<file path="src/hw/abir_pkg.sv">
/*
 * abir_pkg: register map, field positions, reset values and frame lengths
 * for the asynchronous serial port with break and queued idle.
 * assumes: a single 100 MHz bus clock; APB3 register access, 32-bit data.
 */
package abir_pkg;

    // ------------------------------------------------------------------
    // register byte offsets
    // ------------------------------------------------------------------
    localparam logic [7:0] OFF_CTRL    = 8'h00;
    localparam logic [7:0] OFF_BAUD    = 8'h04;
    localparam logic [7:0] OFF_TXDATA  = 8'h08;
    localparam logic [7:0] OFF_RXDATA  = 8'h0c;
    localparam logic [7:0] OFF_STATUS  = 8'h10;
    localparam logic [7:0] OFF_IRQ_CLR = 8'h14;
    localparam logic [7:0] OFF_IRQ_EN  = 8'h18;
    localparam logic [7:0] OFF_STATE   = 8'h1c;

    // ------------------------------------------------------------------
    // control register bit positions
    // ------------------------------------------------------------------
    localparam int CTRL_TX_ON     = 0;
    localparam int CTRL_RX_ON     = 1;
    localparam int CTRL_BRK_REQ   = 2;
    localparam int CTRL_LONG_BRK  = 3;
    localparam int CTRL_NINE_BIT  = 4;
    localparam int CTRL_RX_INV    = 5;

    // ------------------------------------------------------------------
    // status (sticky) bit positions
    // ------------------------------------------------------------------
    localparam int ST_TX_EMPTY    = 0;
    localparam int ST_RX_FULL     = 1;
    localparam int ST_FRAME_ERR   = 2;
    localparam int ST_OVERRUN     = 3;
    localparam int ST_TX_DONE     = 4;
    localparam int ST_W           = 5;

    // ------------------------------------------------------------------
    // reset values and timing
    // ------------------------------------------------------------------
    localparam logic [5:0]  CTRL_RST  = 6'h00;
    // 100 MHz / (115200 * 16) - 1, oversample period in bus cycles minus one
    localparam logic [15:0] BAUD_RST  = 16'h0035;
    localparam logic [3:0]  OS_LAST   = 4'hf;
    localparam logic [3:0]  OS_MID    = 4'h7;

    // character lengths in bit times, start and stop included
    localparam logic [3:0]  LEN_CHAR8 = 4'ha;
    localparam logic [3:0]  LEN_CHAR9 = 4'hb;
    localparam logic [3:0]  LEN_LONG_BREAK_SELECT = 4'hd;
    localparam logic [3:0]  LEN_BRK14 = 4'he;

    typedef enum logic [1:0] {
        KIND_NONE,
        KIND_DATA,
        KIND_BREAK,
        KIND_IDLE
    } abir_kind_t;

endpackage

</file>
<file path="src/hw/abir_rx_if.sv">
/*
 * abir_rx_if: link between the port core and its receiver.
 * assumes: all signals are synchronous to the bus clock.
 */
`timescale 1ns/1ns
interface abir_rx_if;
    logic       os_tick;
    logic       rx_on;
    logic       rx_inv;
    logic       nine_bit;
    logic       rxd;
    logic       char_valid;
    logic [8:0] char_data;
    logic       char_ferr;

    modport core (output os_tick, rx_on, rx_inv, nine_bit, rxd,
                  input  char_valid, char_data, char_ferr);
    modport rx   (input  os_tick, rx_on, rx_inv, nine_bit, rxd,
                  output char_valid, char_data, char_ferr);
endinterface

</file>
<file path="src/hw/abir_rx.sv">
/*
 * abir_rx: 16x oversampling receive shifter; hands whole characters to the core.
 * assumes: rxd already synchronous to pclk; os_tick is a one-cycle enable.
 */
`timescale 1ns/1ns
module abir_rx (
    // clock and reset
    input  wire logic pclk,
    input  wire logic presetn,
    // core link
    abir_rx_if.rx     lnk
);

    // ------------------------------------------------------------------
    // state
    // ------------------------------------------------------------------
    typedef enum logic [1:0] {
        RX_IDLE,
        RX_START,
        RX_DATA,
        RX_STOP
    } abir_rx_st_t;

    typedef struct packed {
        abir_rx_st_t st;
        logic [3:0]  os;
        logic [3:0]  nbits;
        logic [8:0]  sh;
        logic        valid;
        logic [8:0]  data;
        logic        ferr;
    } abir_rx_t;

    abir_rx_t r;
    abir_rx_t n;
    logic     s;

    always_comb
    begin
        n       = r;
        n.valid = 1'b0;
        s = lnk.rxd ^ lnk.rx_inv;
        if (lnk.os_tick)
        begin
            n.os = r.os + 4'h1;
            case (r.st)
                RX_IDLE:
                begin
                    if (!s)
                    begin
                        n.st = RX_START;
                        n.os = 4'h0;
                    end
                end
                RX_START:
                begin
                    // glitch rejection: start must still be low at mid-bit
                    if (r.os == abir_pkg::OS_MID)
                    begin
                        n.st    = s ? RX_IDLE : RX_DATA;
                        n.os    = 4'h0;
                        n.nbits = 4'h0;
                    end
                end
                RX_DATA:
                begin
                    if (r.os == abir_pkg::OS_LAST)
                    begin
                        n.sh    = {s, r.sh[8:1]};
                        n.nbits = r.nbits + 4'h1;
                        if (r.nbits == (lnk.nine_bit ? 4'h8 : 4'h7))
                        begin
                            n.st = RX_STOP;
                        end
                    end
                end
                RX_STOP:
                begin
                    if (r.os == abir_pkg::OS_LAST)
                    begin
                        n.st    = RX_IDLE;
                        n.valid = 1'b1;
                        n.data  = lnk.nine_bit ? r.sh : {1'b0, r.sh[8:1]};
                        n.ferr  = !s;
                    end
                end
                default:
                begin
                    n.st = RX_IDLE;
                end
            endcase
        end
        if (!lnk.rx_on)
        begin
            n.st    = RX_IDLE;
            n.valid = 1'b0;
        end
    end

    always_ff @(posedge pclk or negedge presetn)
    begin
        if (!presetn)
        begin
            r <= '0;
        end
        else
        begin
            r <= n;
        end
    end

    assign lnk.char_valid = r.valid;
    assign lnk.char_data  = r.data;
    assign lnk.char_ferr  = r.ferr;

endmodule // abir_rx

</file>
<file path="src/hw/abir_top.sv">
/*
 * abir_top: asynchronous serial port core: APB registers, transmitter with
 * break and queued idle, receive data register, interrupt.
 * assumes: APB3 master on pclk; rxd synchronous to pclk; the shared pin mux
 * gives the transmitter the pin while tx_drive_n is low.
 */
`timescale 1ns/1ns

// Behaviour
// - keep pin until queued activity finishes
// - break is whole character of zeros
// - break length from long and nine select
// - request one then zero queues break
// - request still one requeues a break
// - received break reads zero, framing error
// - tx_on off then on queues idle
// - pin kept while shifter still busy
// - receive input inverted when selected
// - receiver works only while rx_on
// - start, eight/nine lsb-first bits, stop
// - stop bit moves character if register empty
module abir_top (
    // clock and reset
    input  wire logic        pclk,
    input  wire logic        presetn,
    // apb slave
    input  wire logic [7:0]  paddr,
    input  wire logic        psel,
    input  wire logic        penable,
    input  wire logic        pwrite,
    input  wire logic [31:0] pwdata,
    output logic      [31:0] prdata,
    output logic             pready,
    output logic             pslverr,
    // serial line
    input  wire logic        rxd,
    output logic             txd,
    output logic             tx_drive_n,
    // interrupt
    output logic             irq
);

    // ------------------------------------------------------------------
    // state
    // ------------------------------------------------------------------
    typedef struct packed {
        logic                        pready;
        logic [31:0]                 prdata;
        logic                        pslverr;
        logic                        tx_on;
        logic                        rx_on;
        logic                        brk_req;
        logic                        long_brk;
        logic                        nine_bit;
        logic                        rx_inv;
        logic [15:0]                 baud;
        logic [15:0]                 div_cnt;
        logic                        os_tick;
        logic [3:0]                  sub;
        abir_pkg::abir_kind_t [2:0]  q;
        logic [1:0]                  q_cnt;
        logic [8:0]                  tx_buf;
        logic                        tx_buf_full;
        abir_pkg::abir_kind_t        sh_kind;
        logic [13:0]                 sh;
        logic [3:0]                  bits_left;
        logic                        txd;
        logic                        tx_drive_n;
        logic [abir_pkg::ST_W-1:0]   status;
        logic [abir_pkg::ST_W-1:0]   irq_en;
        logic                        irq;
        logic [8:0]                  rx_data;
        logic                        rx_full;
    } abir_core_t;

    abir_core_t r;
    abir_core_t n;

    abir_rx_if  rxl ();

    abir_rx u_rx (
        .pclk    (pclk),
        .presetn (presetn),
        .lnk     (rxl.rx)
    );

    assign rxl.os_tick  = r.os_tick;
    assign rxl.rx_on    = r.rx_on;
    assign rxl.rx_inv   = r.rx_inv;
    assign rxl.nine_bit = r.nine_bit;
    assign rxl.rxd      = rxd;

    // ------------------------------------------------------------------
    // helpers
    // ------------------------------------------------------------------
    function automatic logic q_has(input abir_pkg::abir_kind_t [2:0] q,
                                   input logic [1:0] cnt,
                                   input abir_pkg::abir_kind_t k);
        logic found;
        found = 1'b0;
        for (int i = 0; i < 3; i++)
        begin
            if ((2'(i) < cnt) && (q[i] == k))
            begin
                found = 1'b1;
            end
        end
        return found;
    endfunction

    // ------------------------------------------------------------------
    // next state
    // ------------------------------------------------------------------
    logic                      setup;
    logic                      acc_wr;
    logic                      acc_rd;
    logic                      push_data;
    logic                      push_brk;
    logic                      push_idle;
    logic [abir_pkg::ST_W-1:0] st_set;
    logic [abir_pkg::ST_W-1:0] st_clr;
    logic [13:0]               frame;
    logic [3:0]                len;

    always_comb
    begin
        n         = r;
        push_data = 1'b0;
        push_brk  = 1'b0;
        push_idle = 1'b0;
        st_set    = '0;
        st_clr    = '0;
        frame     = '1;
        len       = abir_pkg::LEN_CHAR8;
        setup     = psel && !penable;
        acc_wr    = psel && penable && r.pready && pwrite;
        acc_rd    = psel && penable && r.pready && !pwrite;

        // oversample divider: one enable pulse per sixteenth of a bit
        n.os_tick = 1'b0;
        if (r.div_cnt >= r.baud)
        begin
            n.div_cnt = '0;
            n.os_tick = 1'b1;
        end
        else
        begin
            n.div_cnt = r.div_cnt + 16'h0001;
        end

        // apb: read data captured in setup, zero wait states
        n.pready  = setup;
        // the error flag stands only beside ready
        n.pslverr = 1'b0;
        if (setup)
        begin
            n.prdata  = '0;
            case (paddr)
                abir_pkg::OFF_CTRL:
                    n.prdata = {26'h0, r.rx_inv, r.nine_bit, r.long_brk,
                                r.brk_req, r.rx_on, r.tx_on};
                abir_pkg::OFF_BAUD:    n.prdata = {16'h0, r.baud};
                abir_pkg::OFF_TXDATA:  n.prdata = '0;
                abir_pkg::OFF_RXDATA:  n.prdata = {23'h0, r.rx_data};
                abir_pkg::OFF_STATUS:  n.prdata = {27'h0, r.status};
                abir_pkg::OFF_IRQ_CLR: n.prdata = '0;
                abir_pkg::OFF_IRQ_EN:  n.prdata = {27'h0, r.irq_en};
                abir_pkg::OFF_STATE:
                    n.prdata = {28'h0, r.sh_kind != abir_pkg::KIND_NONE,
                                !r.tx_drive_n, r.rx_full, !r.tx_buf_full};
                default:               n.pslverr = 1'b1;
            endcase
        end

        if (acc_wr)
        begin
            case (paddr)
                abir_pkg::OFF_CTRL:
                begin
                    n.tx_on    = pwdata[abir_pkg::CTRL_TX_ON];
                    n.rx_on    = pwdata[abir_pkg::CTRL_RX_ON];
                    n.brk_req  = pwdata[abir_pkg::CTRL_BRK_REQ];
                    n.long_brk = pwdata[abir_pkg::CTRL_LONG_BRK];
                    n.nine_bit = pwdata[abir_pkg::CTRL_NINE_BIT];
                    n.rx_inv   = pwdata[abir_pkg::CTRL_RX_INV];
                    push_brk   = r.brk_req && !n.brk_req;
                    push_idle  = !r.tx_on && n.tx_on;
                end
                abir_pkg::OFF_BAUD:
                    n.baud = pwdata[15:0];
                abir_pkg::OFF_TXDATA:
                begin
                    // a write into a full buffer is dropped
                    if (!r.tx_buf_full)
                    begin
                        n.tx_buf      = pwdata[8:0];
                        n.tx_buf_full = 1'b1;
                        push_data     = 1'b1;
                    end
                end
                abir_pkg::OFF_IRQ_CLR:
                    st_clr = pwdata[abir_pkg::ST_W-1:0];
                abir_pkg::OFF_IRQ_EN:
                    n.irq_en = pwdata[abir_pkg::ST_W-1:0];
                default:
                    n.irq_en = r.irq_en;
            endcase
        end

        // ------------------------------------------------------------------
        // transmitter, stepped on bit boundaries of the baud clock
        // ------------------------------------------------------------------
        if (r.os_tick)
        begin
            n.sub = r.sub + 4'h1;
            if (r.sub == abir_pkg::OS_LAST)
            begin
                // no new character until current one ends
                if (r.bits_left != 4'h0)
                begin
                    n.txd       = r.sh[0];
                    n.sh        = {1'b1, r.sh[13:1]};
                    n.bits_left = r.bits_left - 4'h1;
                end
                else
                begin
                    if (r.sh_kind != abir_pkg::KIND_NONE)
                    begin
                        st_set[abir_pkg::ST_TX_DONE] = 1'b1;
                    end
                    n.sh_kind = abir_pkg::KIND_NONE;
                    n.txd     = 1'b1;
                    if (r.q_cnt != 2'h0)
                    begin
                        n.sh_kind = r.q[0];
                        n.q[0]    = r.q[1];
                        n.q[1]    = r.q[2];
                        n.q[2]    = abir_pkg::KIND_NONE;
                        n.q_cnt   = r.q_cnt - 2'h1;
                        len       = r.nine_bit ? abir_pkg::LEN_CHAR9
                                               : abir_pkg::LEN_CHAR8;
                        case (r.q[0])
                            abir_pkg::KIND_DATA:
                            begin
                                frame = r.nine_bit ? {4'hf, r.tx_buf, 1'b0}
                                                   : {5'h1f, r.tx_buf[7:0], 1'b0};
                                n.tx_buf_full = 1'b0;
                                st_set[abir_pkg::ST_TX_EMPTY] = 1'b1;
                            end
                            abir_pkg::KIND_BREAK:
                            begin
                                frame = '0;
                                // length from long and nine select
                                case ({r.long_brk, r.nine_bit})
                                    2'b00:   len = abir_pkg::LEN_CHAR8;
                                    2'b01:   len = abir_pkg::LEN_CHAR9;
                                    2'b10:   len = abir_pkg::LEN_LONG_BREAK_SELECT;
                                    default: len = abir_pkg::LEN_BRK14;
                                endcase
                                if (n.brk_req)
                                begin
                                    push_brk = 1'b1;
                                end
                            end
                            default:
                                frame = '1;
                        endcase
                        n.txd       = frame[0];
                        n.sh        = {1'b1, frame[13:1]};
                        n.bits_left = len - 4'h1;
                    end
                end
            end
        end

        // queue pushes after the pop; one entry per kind at most
        if (push_data && !q_has(n.q, n.q_cnt, abir_pkg::KIND_DATA))
        begin
            n.q[n.q_cnt] = abir_pkg::KIND_DATA;
            n.q_cnt      = n.q_cnt + 2'h1;
        end
        if (push_brk && !q_has(n.q, n.q_cnt, abir_pkg::KIND_BREAK))
        begin
            n.q[n.q_cnt] = abir_pkg::KIND_BREAK;
            n.q_cnt      = n.q_cnt + 2'h1;
        end
        if (push_idle && !q_has(n.q, n.q_cnt, abir_pkg::KIND_IDLE))
        begin
            n.q[n.q_cnt] = abir_pkg::KIND_IDLE;
            n.q_cnt      = n.q_cnt + 2'h1;
        end

        // pin held while anything is in flight or queued
        // so a quick off-on never lets the pin go while a character is in flight or queued
        n.tx_drive_n = !(n.tx_on || (n.sh_kind != abir_pkg::KIND_NONE)
                         || (n.q_cnt != 2'h0));
        if (n.tx_drive_n)
        begin
            n.txd = 1'b1;
        end

        // ------------------------------------------------------------------
        // receive data register
        // ------------------------------------------------------------------
        if (acc_rd && (paddr == abir_pkg::OFF_RXDATA))
        begin
            n.rx_full = 1'b0;
        end
        if (rxl.char_valid)
        begin
            if (!r.rx_full)
            begin
                n.rx_data = rxl.char_data;
                n.rx_full = 1'b1;
                st_set[abir_pkg::ST_RX_FULL]   = 1'b1;
                st_set[abir_pkg::ST_FRAME_ERR] = rxl.char_ferr;
            end
            else
            begin
                st_set[abir_pkg::ST_OVERRUN] = 1'b1;
            end
        end

        // sticky status: a new event beats a clear in the same cycle
        n.status = (r.status & ~st_clr) | st_set;
        n.irq    = |(n.status & n.irq_en);
    end

    always_ff @(posedge pclk or negedge presetn)
    begin
        if (!presetn)
        begin
            r            <= '0;
            r.baud       <= abir_pkg::BAUD_RST;
            r.txd        <= 1'b1;
            r.tx_drive_n <= 1'b1;
        end
        else
        begin
            r <= n;
        end
    end

    assign prdata     = r.prdata;
    assign pready     = r.pready;
    assign pslverr    = r.pslverr;
    assign txd        = r.txd;
    assign tx_drive_n = r.tx_drive_n;
    assign irq        = r.irq;

endmodule // abir_top

</file>
<file path="config.mk">
export PLATFORM = sky130hd
export DESIGN_NAME = abir_top
export DESIGN_NICKNAME = d
export VERILOG_FILES = /design/src/hw/abir_pkg.sv /design/src/hw/abir_rx_if.sv /design/src/hw/abir_rx.sv /design/src/hw/abir_top.sv
export SDC_FILE = /design/constraint.sdc
export NUM_CORES = 1
export LEC_CHECK = 0
export ABC_AREA = 1
export BUFFER_PORTS_ARGS = -buffer_cell sky130_fd_sc_hd__buf_2
export CAP_MARGIN = 25
export CORE_UTILIZATION = 54
export DETAILED_ROUTE_END_ITERATION = 8
export MAX_ROUTING_LAYER = met4
export PLACE_DENSITY = 0.77
export RECOVER_POWER = 100
export SKIP_LAST_GASP = 1
export SLEW_MARGIN = 20
export SYNTH_ARGS = -nofsm -noshare
export SYNTH_HDL_FRONTEND = slang
export SYNTH_HIERARCHICAL = 1
export SYNTH_SLANG_ARGS = --single-unit
</file>
<file path="constraint.sdc">
create_clock -name pclk -period 4.2 [get_ports pclk]
set_clock_uncertainty 0.15 [all_clocks]
set_input_delay 0.21 -clock pclk [delete_from_list [all_inputs] [get_ports pclk]]
set_output_delay 0.21 -clock pclk [all_outputs]
set_load 0.05 [all_outputs]
</file>
* Word-level counts from Yosys, hierarchy flattened
Cells that the tools add are included.
** Word-level totals
- Register bits after elaboration :: 152
- Bits in latches :: 0
- RAM bits :: 0
- Memory bits (read-only) :: 0
- Bits of input ports :: 46
- Output and inout bits :: 37
- Word-level logic and storage cells :: 269
- Memories :: 0
** Cells by class
- $add $sub $neg :: 10
- $mul :: 0
- Div/mod/pow operators :: 0
- Order comparisons :: 16
- Eq/ne operators :: 37
- Shift-type cells :: 0
- Multiplexer cells :: 98
- Bitwise logic cells :: 14
- Reduce and logical (&&, ||, !) cells :: 58
** Operators with widths (number)
- 16-bit one-hot mux with 6 select lines :: 1
- 22-bit two-way mux :: 4
- 8-bit two-way mux :: 7
- 1-bit two-way mux :: 44
- 8-bit by 5-bit == test with 1-bit output, second input constant :: 4
- 16-bit two-way mux :: 2
- 30-bit two-way mux :: 1
- 14-bit one-hot mux with 2 select lines :: 1
- 1-bit logical AND :: 23
- 11-bit two-way mux :: 2
- 2-bit == test, second input constant :: 10
- 10-bit two-way mux :: 2
- 4-bit two-way mux :: 5
- 5-bit two-way mux :: 4
- 19-bit two-way mux :: 1
- 2-bit two-way mux :: 9
- 9-bit two-way mux :: 2
- 16-bit by 1-bit adder with 16-bit output, second input constant :: 1
- 8-bit by 4-bit == test with 1-bit output, second input constant :: 2
- 16-bit >= comparator :: 1
- 4-bit one-hot mux with 2 select lines :: 2
- 13-bit two-way mux :: 1
- 4-bit by 1-bit adder with 4-bit output, second input constant :: 3
- 2-bit demux with 2-bit select :: 3
- other kinds (41) :: 98

* Longest topological paths before layout
- Word-level depth :: 33
- Gate-level depth with buffers :: 36
- Mapped depth without buffers :: 35

* Hierarchy
The synthesis kept the hierarchy.
** By module, submodules not included
- abir_top :: times used 1, cells an instance 807, area an instance 6899.1 um^2
- abir_rx :: times used 1, cells an instance 201, area an instance 1639.1 um^2

* Worst setup path after synthesis
Ideal clock, no wire load.
- Path kind :: register to register
- Start :: register r[23] in the netlist's numbering
- End :: register, netlist name txd
- Arrival :: 4.026 ns
- Path slack :: -0.037 ns
- Cell stages (with the launch flop) :: 34
- Path buffers :: 1
- Clock period less this slack :: 4.237 ns
- Cells stage by stage :: dfrtp_1 -> inv_1 -> ha_1 -> nand2_1 -> nor2_4 -> buf_6 -> nand2_4 -> nor2_2 -> nand2_1 -> o21ai_2 -> inv_1 -> ha_1 -> inv_1 -> nand3_2 -> nand3_1 -> xor2_2 -> ha_1 -> nor2_1 -> nand3_2 -> nand2_4 -> nor2_8 -> nand2_1 -> xor2_2 -> inv_1 -> ha_1 -> nor2_1 -> nand3_2 -> inv_2 -> nor2_4 -> nand2_1 -> nand2_1 -> nand2_1 -> nand3_2 -> nand2_1
** On the way
- Word-level cells in the longest chain between the ends :: 32
- Elaborated cells between the ends (all ways) :: 83
- Those cells by class :: add/sub: 3; order compare: 13; eq/ne: 11; mux: 27; bitwise: 6; reduce/logical: 23
** Ends and longest elaborated chain
- from (decl) :: RTL line abir_top.sv:76 : abir_core_t r;
- from (signal assigned) :: RTL line abir_top.sv:340 : r <= n;
- 4-bit nonzero test (*) :: RTL line abir_top.sv:219 : if (r.bits_left != 4'h0)
- 8-bit two-way mux :: RTL line abir_top.sv:219
- 8-bit two-way mux :: RTL line abir_top.sv:216 : if (r.sub == abir_pkg::OS_LAST)
- 8-bit two-way mux :: RTL line abir_top.sv:213 : if (r.os_tick)
- 1-bit by 2-bit < comparator with 1-bit output / 2-bit by 1-bit == test with 1-bit output (equally long branches) :: RTL line abir_top.sv:103 : if ((2'(i) < cnt) && (q[i] == k))
- 1-bit logical AND :: RTL line abir_top.sv:103
- 1-bit two-way mux (3 in series) :: RTL line abir_top.sv:103
- 1-bit zero test :: RTL line abir_top.sv:277 : if (push_data && !q_has(n.q, n.q_cnt, abir_pkg::KIND_DATA))
- [... 12 more ...]
- 1-bit two-way mux (3 in series) :: RTL line abir_top.sv:103
- 1-bit zero test :: RTL line abir_top.sv:287 : if (push_idle && !q_has(n.q, n.q_cnt, abir_pkg::KIND_IDLE))
- 1-bit logical AND :: RTL line abir_top.sv:287
- 8-bit two-way mux :: RTL line abir_top.sv:287
- 2-bit nonzero test :: RTL line abir_top.sv:296 : || (n.q_cnt != 2'h0));
- 1-bit logical OR :: RTL line abir_top.sv:296
- 2-bit != test (no line)
- 2-bit AND reduction (no line)
Mark *: on every way between the ends. The rest lies on a longest branch, timed or not. The select of a mux whose other input is x is not followed.
A chain may end at the register's enable or synchronous reset.

* Worst setup path after layout
- Start :: register r[23] in the netlist's numbering
- End :: register, netlist name txd
** On the way
- Word-level cells in the longest chain between the ends :: 32
- Elaborated cells between the ends (all ways) :: 83
- Those cells by class :: add/sub: 3; order compare: 13; eq/ne: 11; mux: 27; bitwise: 6; reduce/logical: 23
** Ends and longest elaborated chain (RTL line)
- 4-bit nonzero test (*) :: abir_top.sv:219
- 8-bit two-way mux :: abir_top.sv:219
- 8-bit two-way mux :: abir_top.sv:216
- 8-bit two-way mux :: abir_top.sv:213
- 1-bit by 2-bit < comparator with 1-bit output / 2-bit by 1-bit == test with 1-bit output (equally long branches) :: abir_top.sv:103
- 1-bit logical AND :: abir_top.sv:103
- 1-bit two-way mux (3 in series) :: abir_top.sv:103
- 1-bit zero test :: abir_top.sv:277
- [... 12 more ...]
- 1-bit two-way mux (3 in series) :: abir_top.sv:103
- 1-bit zero test :: abir_top.sv:287
- 1-bit logical AND :: abir_top.sv:287
- 8-bit two-way mux :: abir_top.sv:287
- 2-bit nonzero test :: abir_top.sv:296
- 1-bit logical OR :: abir_top.sv:296
- 2-bit != test (no line)
- 2-bit AND reduction (no line)
Marks and branches as above.

==> flow_metrics.py <==
metrics = {
    "logic_synthesis": {
        "yosys_register_bits": 152,
        "synthDistinctLibCells": 55,
        "yosysTopAreaCell": "dfrtp_1",
        "ys_async_sr_fraction": 1.00,
        "synth_ff_type": "dfrtp_1",
        "yosysSeqAreaShare": 0.446,
        "synth_cells": 1008,
        "yosys-top-cells-area": "dfrtp_1 (43%), nand2_1 (8.8%), inv_1 (6.4%)",
        "ys_warn_count": 6,
        "synth_edf_count": 0,
        "synth_area_per_cell_um2": 8.47,
        "synth_area_um2": 8540,
        "synth.top_cell.area_share": 0.428,
    },
    "pwr": {
        "power_density_nw_per_um2": 323,
        "peakVddDrop_uv": 273,
        "p_total_mw": 3.12,
        "leakage_nw": 4.76,
    },
    "global_route": {
        "grt_start_max_net_pins": 104,
        "antenna_found_initial": 0,
        "grt_pass1_wl_um": 30500,
        "grt_pass1_vias": 6397,
        "gr-usage-all-layers": 0.246,
        "gr-total-overflow": 0,
    },
    "detailed_routing": {
        "wire_per_inst_um": 14.2,
        "drc_errors": 0,
        "postRouteAntennaNets": 0,
        "dr.first_iter.drc_count": 505,
        "totalWireLength_um": 18500,
        "drtPass1Iterations": 5,
        "vias_per_cell": 5.14,
        "vias": 6703,
    },
    "timing": {
        "fmax_mhz": 247,
        "post-route-min-period_ns": 4.04,
        "drv_slew": 104,
        "final-setup-viol-count": 0,
        "hold_viol": 0,
        "tightestPinTransition_ns": 2.52,
        "period_share": 0.962,
        "whs_ns": 0.00593,
        "fin_ws_ns": 0.159,
        "relSlewSlack": -0.679,
    },
    "setup_path": {
        "crit_fanout": 6,
        "slowest_delay_ns": 0.40,
        "worstSetupPathType": "register to register",
        "slowest_stage": "dfrtp_1",
        "start_kind": "register",
        "arrival_ns": 4.27,
        "path_common_cell": "nand2_2",
        "cp-end-kind": "register",
        "crit_required_ns": 4.42,
    },
    "layout": {
        "multi_input_area_um2": 3790,
        "areaGrowthSynthToFinish_pct": 13.5,
        "fill_cells": 1290,
        "final_cells": 1305,
        "regArea_um2": 3810,
        "fin_nets": 1166,
        "n_antenna_cell": 0,
        "drive_gt1_frac": 0.166,
    },
    "floorplanning": {
        "initial_core_util": 0.558,
        "io_pins": 83,
        "die_x_um": 128,
        "die-area_um2": 16300,
        "rows": 45,
        "fp.dieH_um": 128,
        "coreArea_um2": 15300,
    },
    "clock_network": {
        "clock_latency_ns": 0.43,
        "cts-root-buf": "clkbuf_16",
        "cts_max_level": 4,
        "clock-sinks": 152,
        "clkTransAtPathRegs_ns": 0.06,
        "cts_buffer_depth": 2,
        "cts_buffers": 17,
        "cts_tree": "built",
    },
    "placed_design": {
        "hpwl_um": 12500,
        "routabilityCongestion": 0.872,
        "portBuffers": 50,
        "place_ws_ns": -0.0550,
        "dp.cells": 1235,
    },
    "hold_path": {
        "hold_class": "input pin to register",
    },
    "job": {
        "cap_viol_max_count": 1,
    },
    "status": {
        "status": "complete, but fails checks",
        "violations": "capacitance limit, slew limit",
    },
}
-- where the power goes --
group	switching [mW]	leakage [nW]	internal [mW]
Sequential	0.00436	1.92	1.47
Combinational	0.111	2.56	0.0346
Clock	0.587	0.283	0.916
Total	0.703	4.76	2.42
-- layer usage --
layer,up-vias,wire length [um],track usage,part of all wire
li1,3352,-,-,-
met1,3147,8360,0.310,0.45
met2,174,8950,0.396,0.48
met3,30,848,0.0459,0.046
met4,0,360,0.0900,0.019
met5,-,0,-,0
-- synthesized netlist by cell type (3+ instances only) --
master    instances
nor2_4            6
nand2_2          12
a221oi_1          3
a22oi_1          10
inv_1           146
buf_6             3
nand4_1           8
nand2_1         200
buf_4            42
o21ai_1           5
o21ai_2          10
xnor2_1           3
dfrtp_1         146
o22ai_1           3
ha_1             39
nand3_2          11
nor2_1           65
a21oi_1          34
nor3_1           19
o31ai_1           8
o21a_1            3
mux2_2           10
o21ai_0          97
nand3_1          37
a31oi_1           4
dfstp_2           6
o211ai_1          5
xor2_1            4
nor2_8            4
nand2_4           6
clkbuf_1         16
nor2_2            8
inv_2             6
-- flip-flops by register name, summed over array words and instances, names as in the netlist --
register and cells:
tx_drive_n 1, rxl.rx_inv 1, r 97, rxl.rx_on 1, prdata 16, txd 1, pslverr 1, u_rx/r 19
irq 1, rxl.nine_bit 1, u_rx/lnk.char_valid 1, pready 1, u_rx/lnk.char_ferr 1, u_rx/lnk.char_data 9, rxl.os_tick 1
-- repair_timing --
item                                    CTS  global route
buffers inserted                          6            11
endpoints found under the setup margin    2            10
hold buffers                             21             0
pin swaps                                 4            12
gates resized for setup                   4            28
hold endpoints to repair                121             0
-- cell type report --
cell class / count / share of cell area
clock inverters: 9 / 0.0103
inverters: 155 / 0.0604
clock buffers: 23 / 0.0493
well taps: 211 / 0.0273
flip-flops and latches: 152 / 0.393
repair buffers: 103 / 0.0677
multi-input cells: 652 / 0.392
-- worst paths after layout --
kind | slack (ns) | endpoint | depth (start not counted) | start
worst max-delay path | 0.16 | txd | 34 | r[23]
worst min-delay path | 0.006 | pready | 3 | psel
worst max register to register | 0.16 | txd | 34 | r[23]
worst min register to register | 0.32 | u_rx/lnk.char_data[0] | 2 | u_rx/lnk.char_data[0]
max in group asynchronous | 1.21 | u_rx/r[25] | 3 | presetn
min in group asynchronous | 0.92 | r[78] | 2 | presetn
-- cells in the final DEF (no fill, tap or decap), drive strengths merged, types with 2 or more instances in the layout --
cell type    synthesis  final
clkbuf              16     53
nor3                19     19
clkinvlp             0      3
o211ai               5      5
ha                  39     39
xnor2                3      3
dlygate4sd3          0     21
o22ai                3      3
xor2                 6      6
a2111oi              2      2
nand2              218    218
nand3b               2      2
inv                153    152
nor2                83     83
a221oi               3      3
a22o                 2      2
nand4                9      9
clkinv               2      7
a21oi               34     34
buf                 48     52
o21ai              112    112
bufinv               0      2
o21a                 3      3
mux2                10     10
dfstp                6      6
a211oi               2      2
conb                 1     16
nand3               50     50
a31oi                4      4
o31ai                8      8
dfrtp              146    146
a22oi               10     10
-- kinds of logic after synthesis --
kind of cell,after synthesis,synth area share
AOI/OAI and AO/OA,194,0.133
and+or+nand+nor,383,0.218
xor gates and xnor gates,9,0.0110
other,1,0.000439
muxes,11,0.0144
DFF,152,0.446
buffers and inverters,219,0.119
adders and majority gates,39,0.0572
-- critical path, delay by kind of cell, from the launching register on --
kind,cells,cell delay (ns)
flops,1,0.40
simple gates,23,1.91
xor+xnor,1,0.20
fa+ha+maj,4,0.67
buf+inv,6,0.64
-- through the flow --
stage / area (um2) / TNS, ns / utilization
CTS: 9640 / 0 / 0.630
floorplan: 8610 / 0 / -
finish: 9690 / 0 / 0.633
global route: 9690 / -0.304 / 0.633
detailed placement: 8810 / -0.0941 / 0.575
global placement: 8810 / 0 / 0.575
No activity file was read; power rests on OpenSTA's default activity.
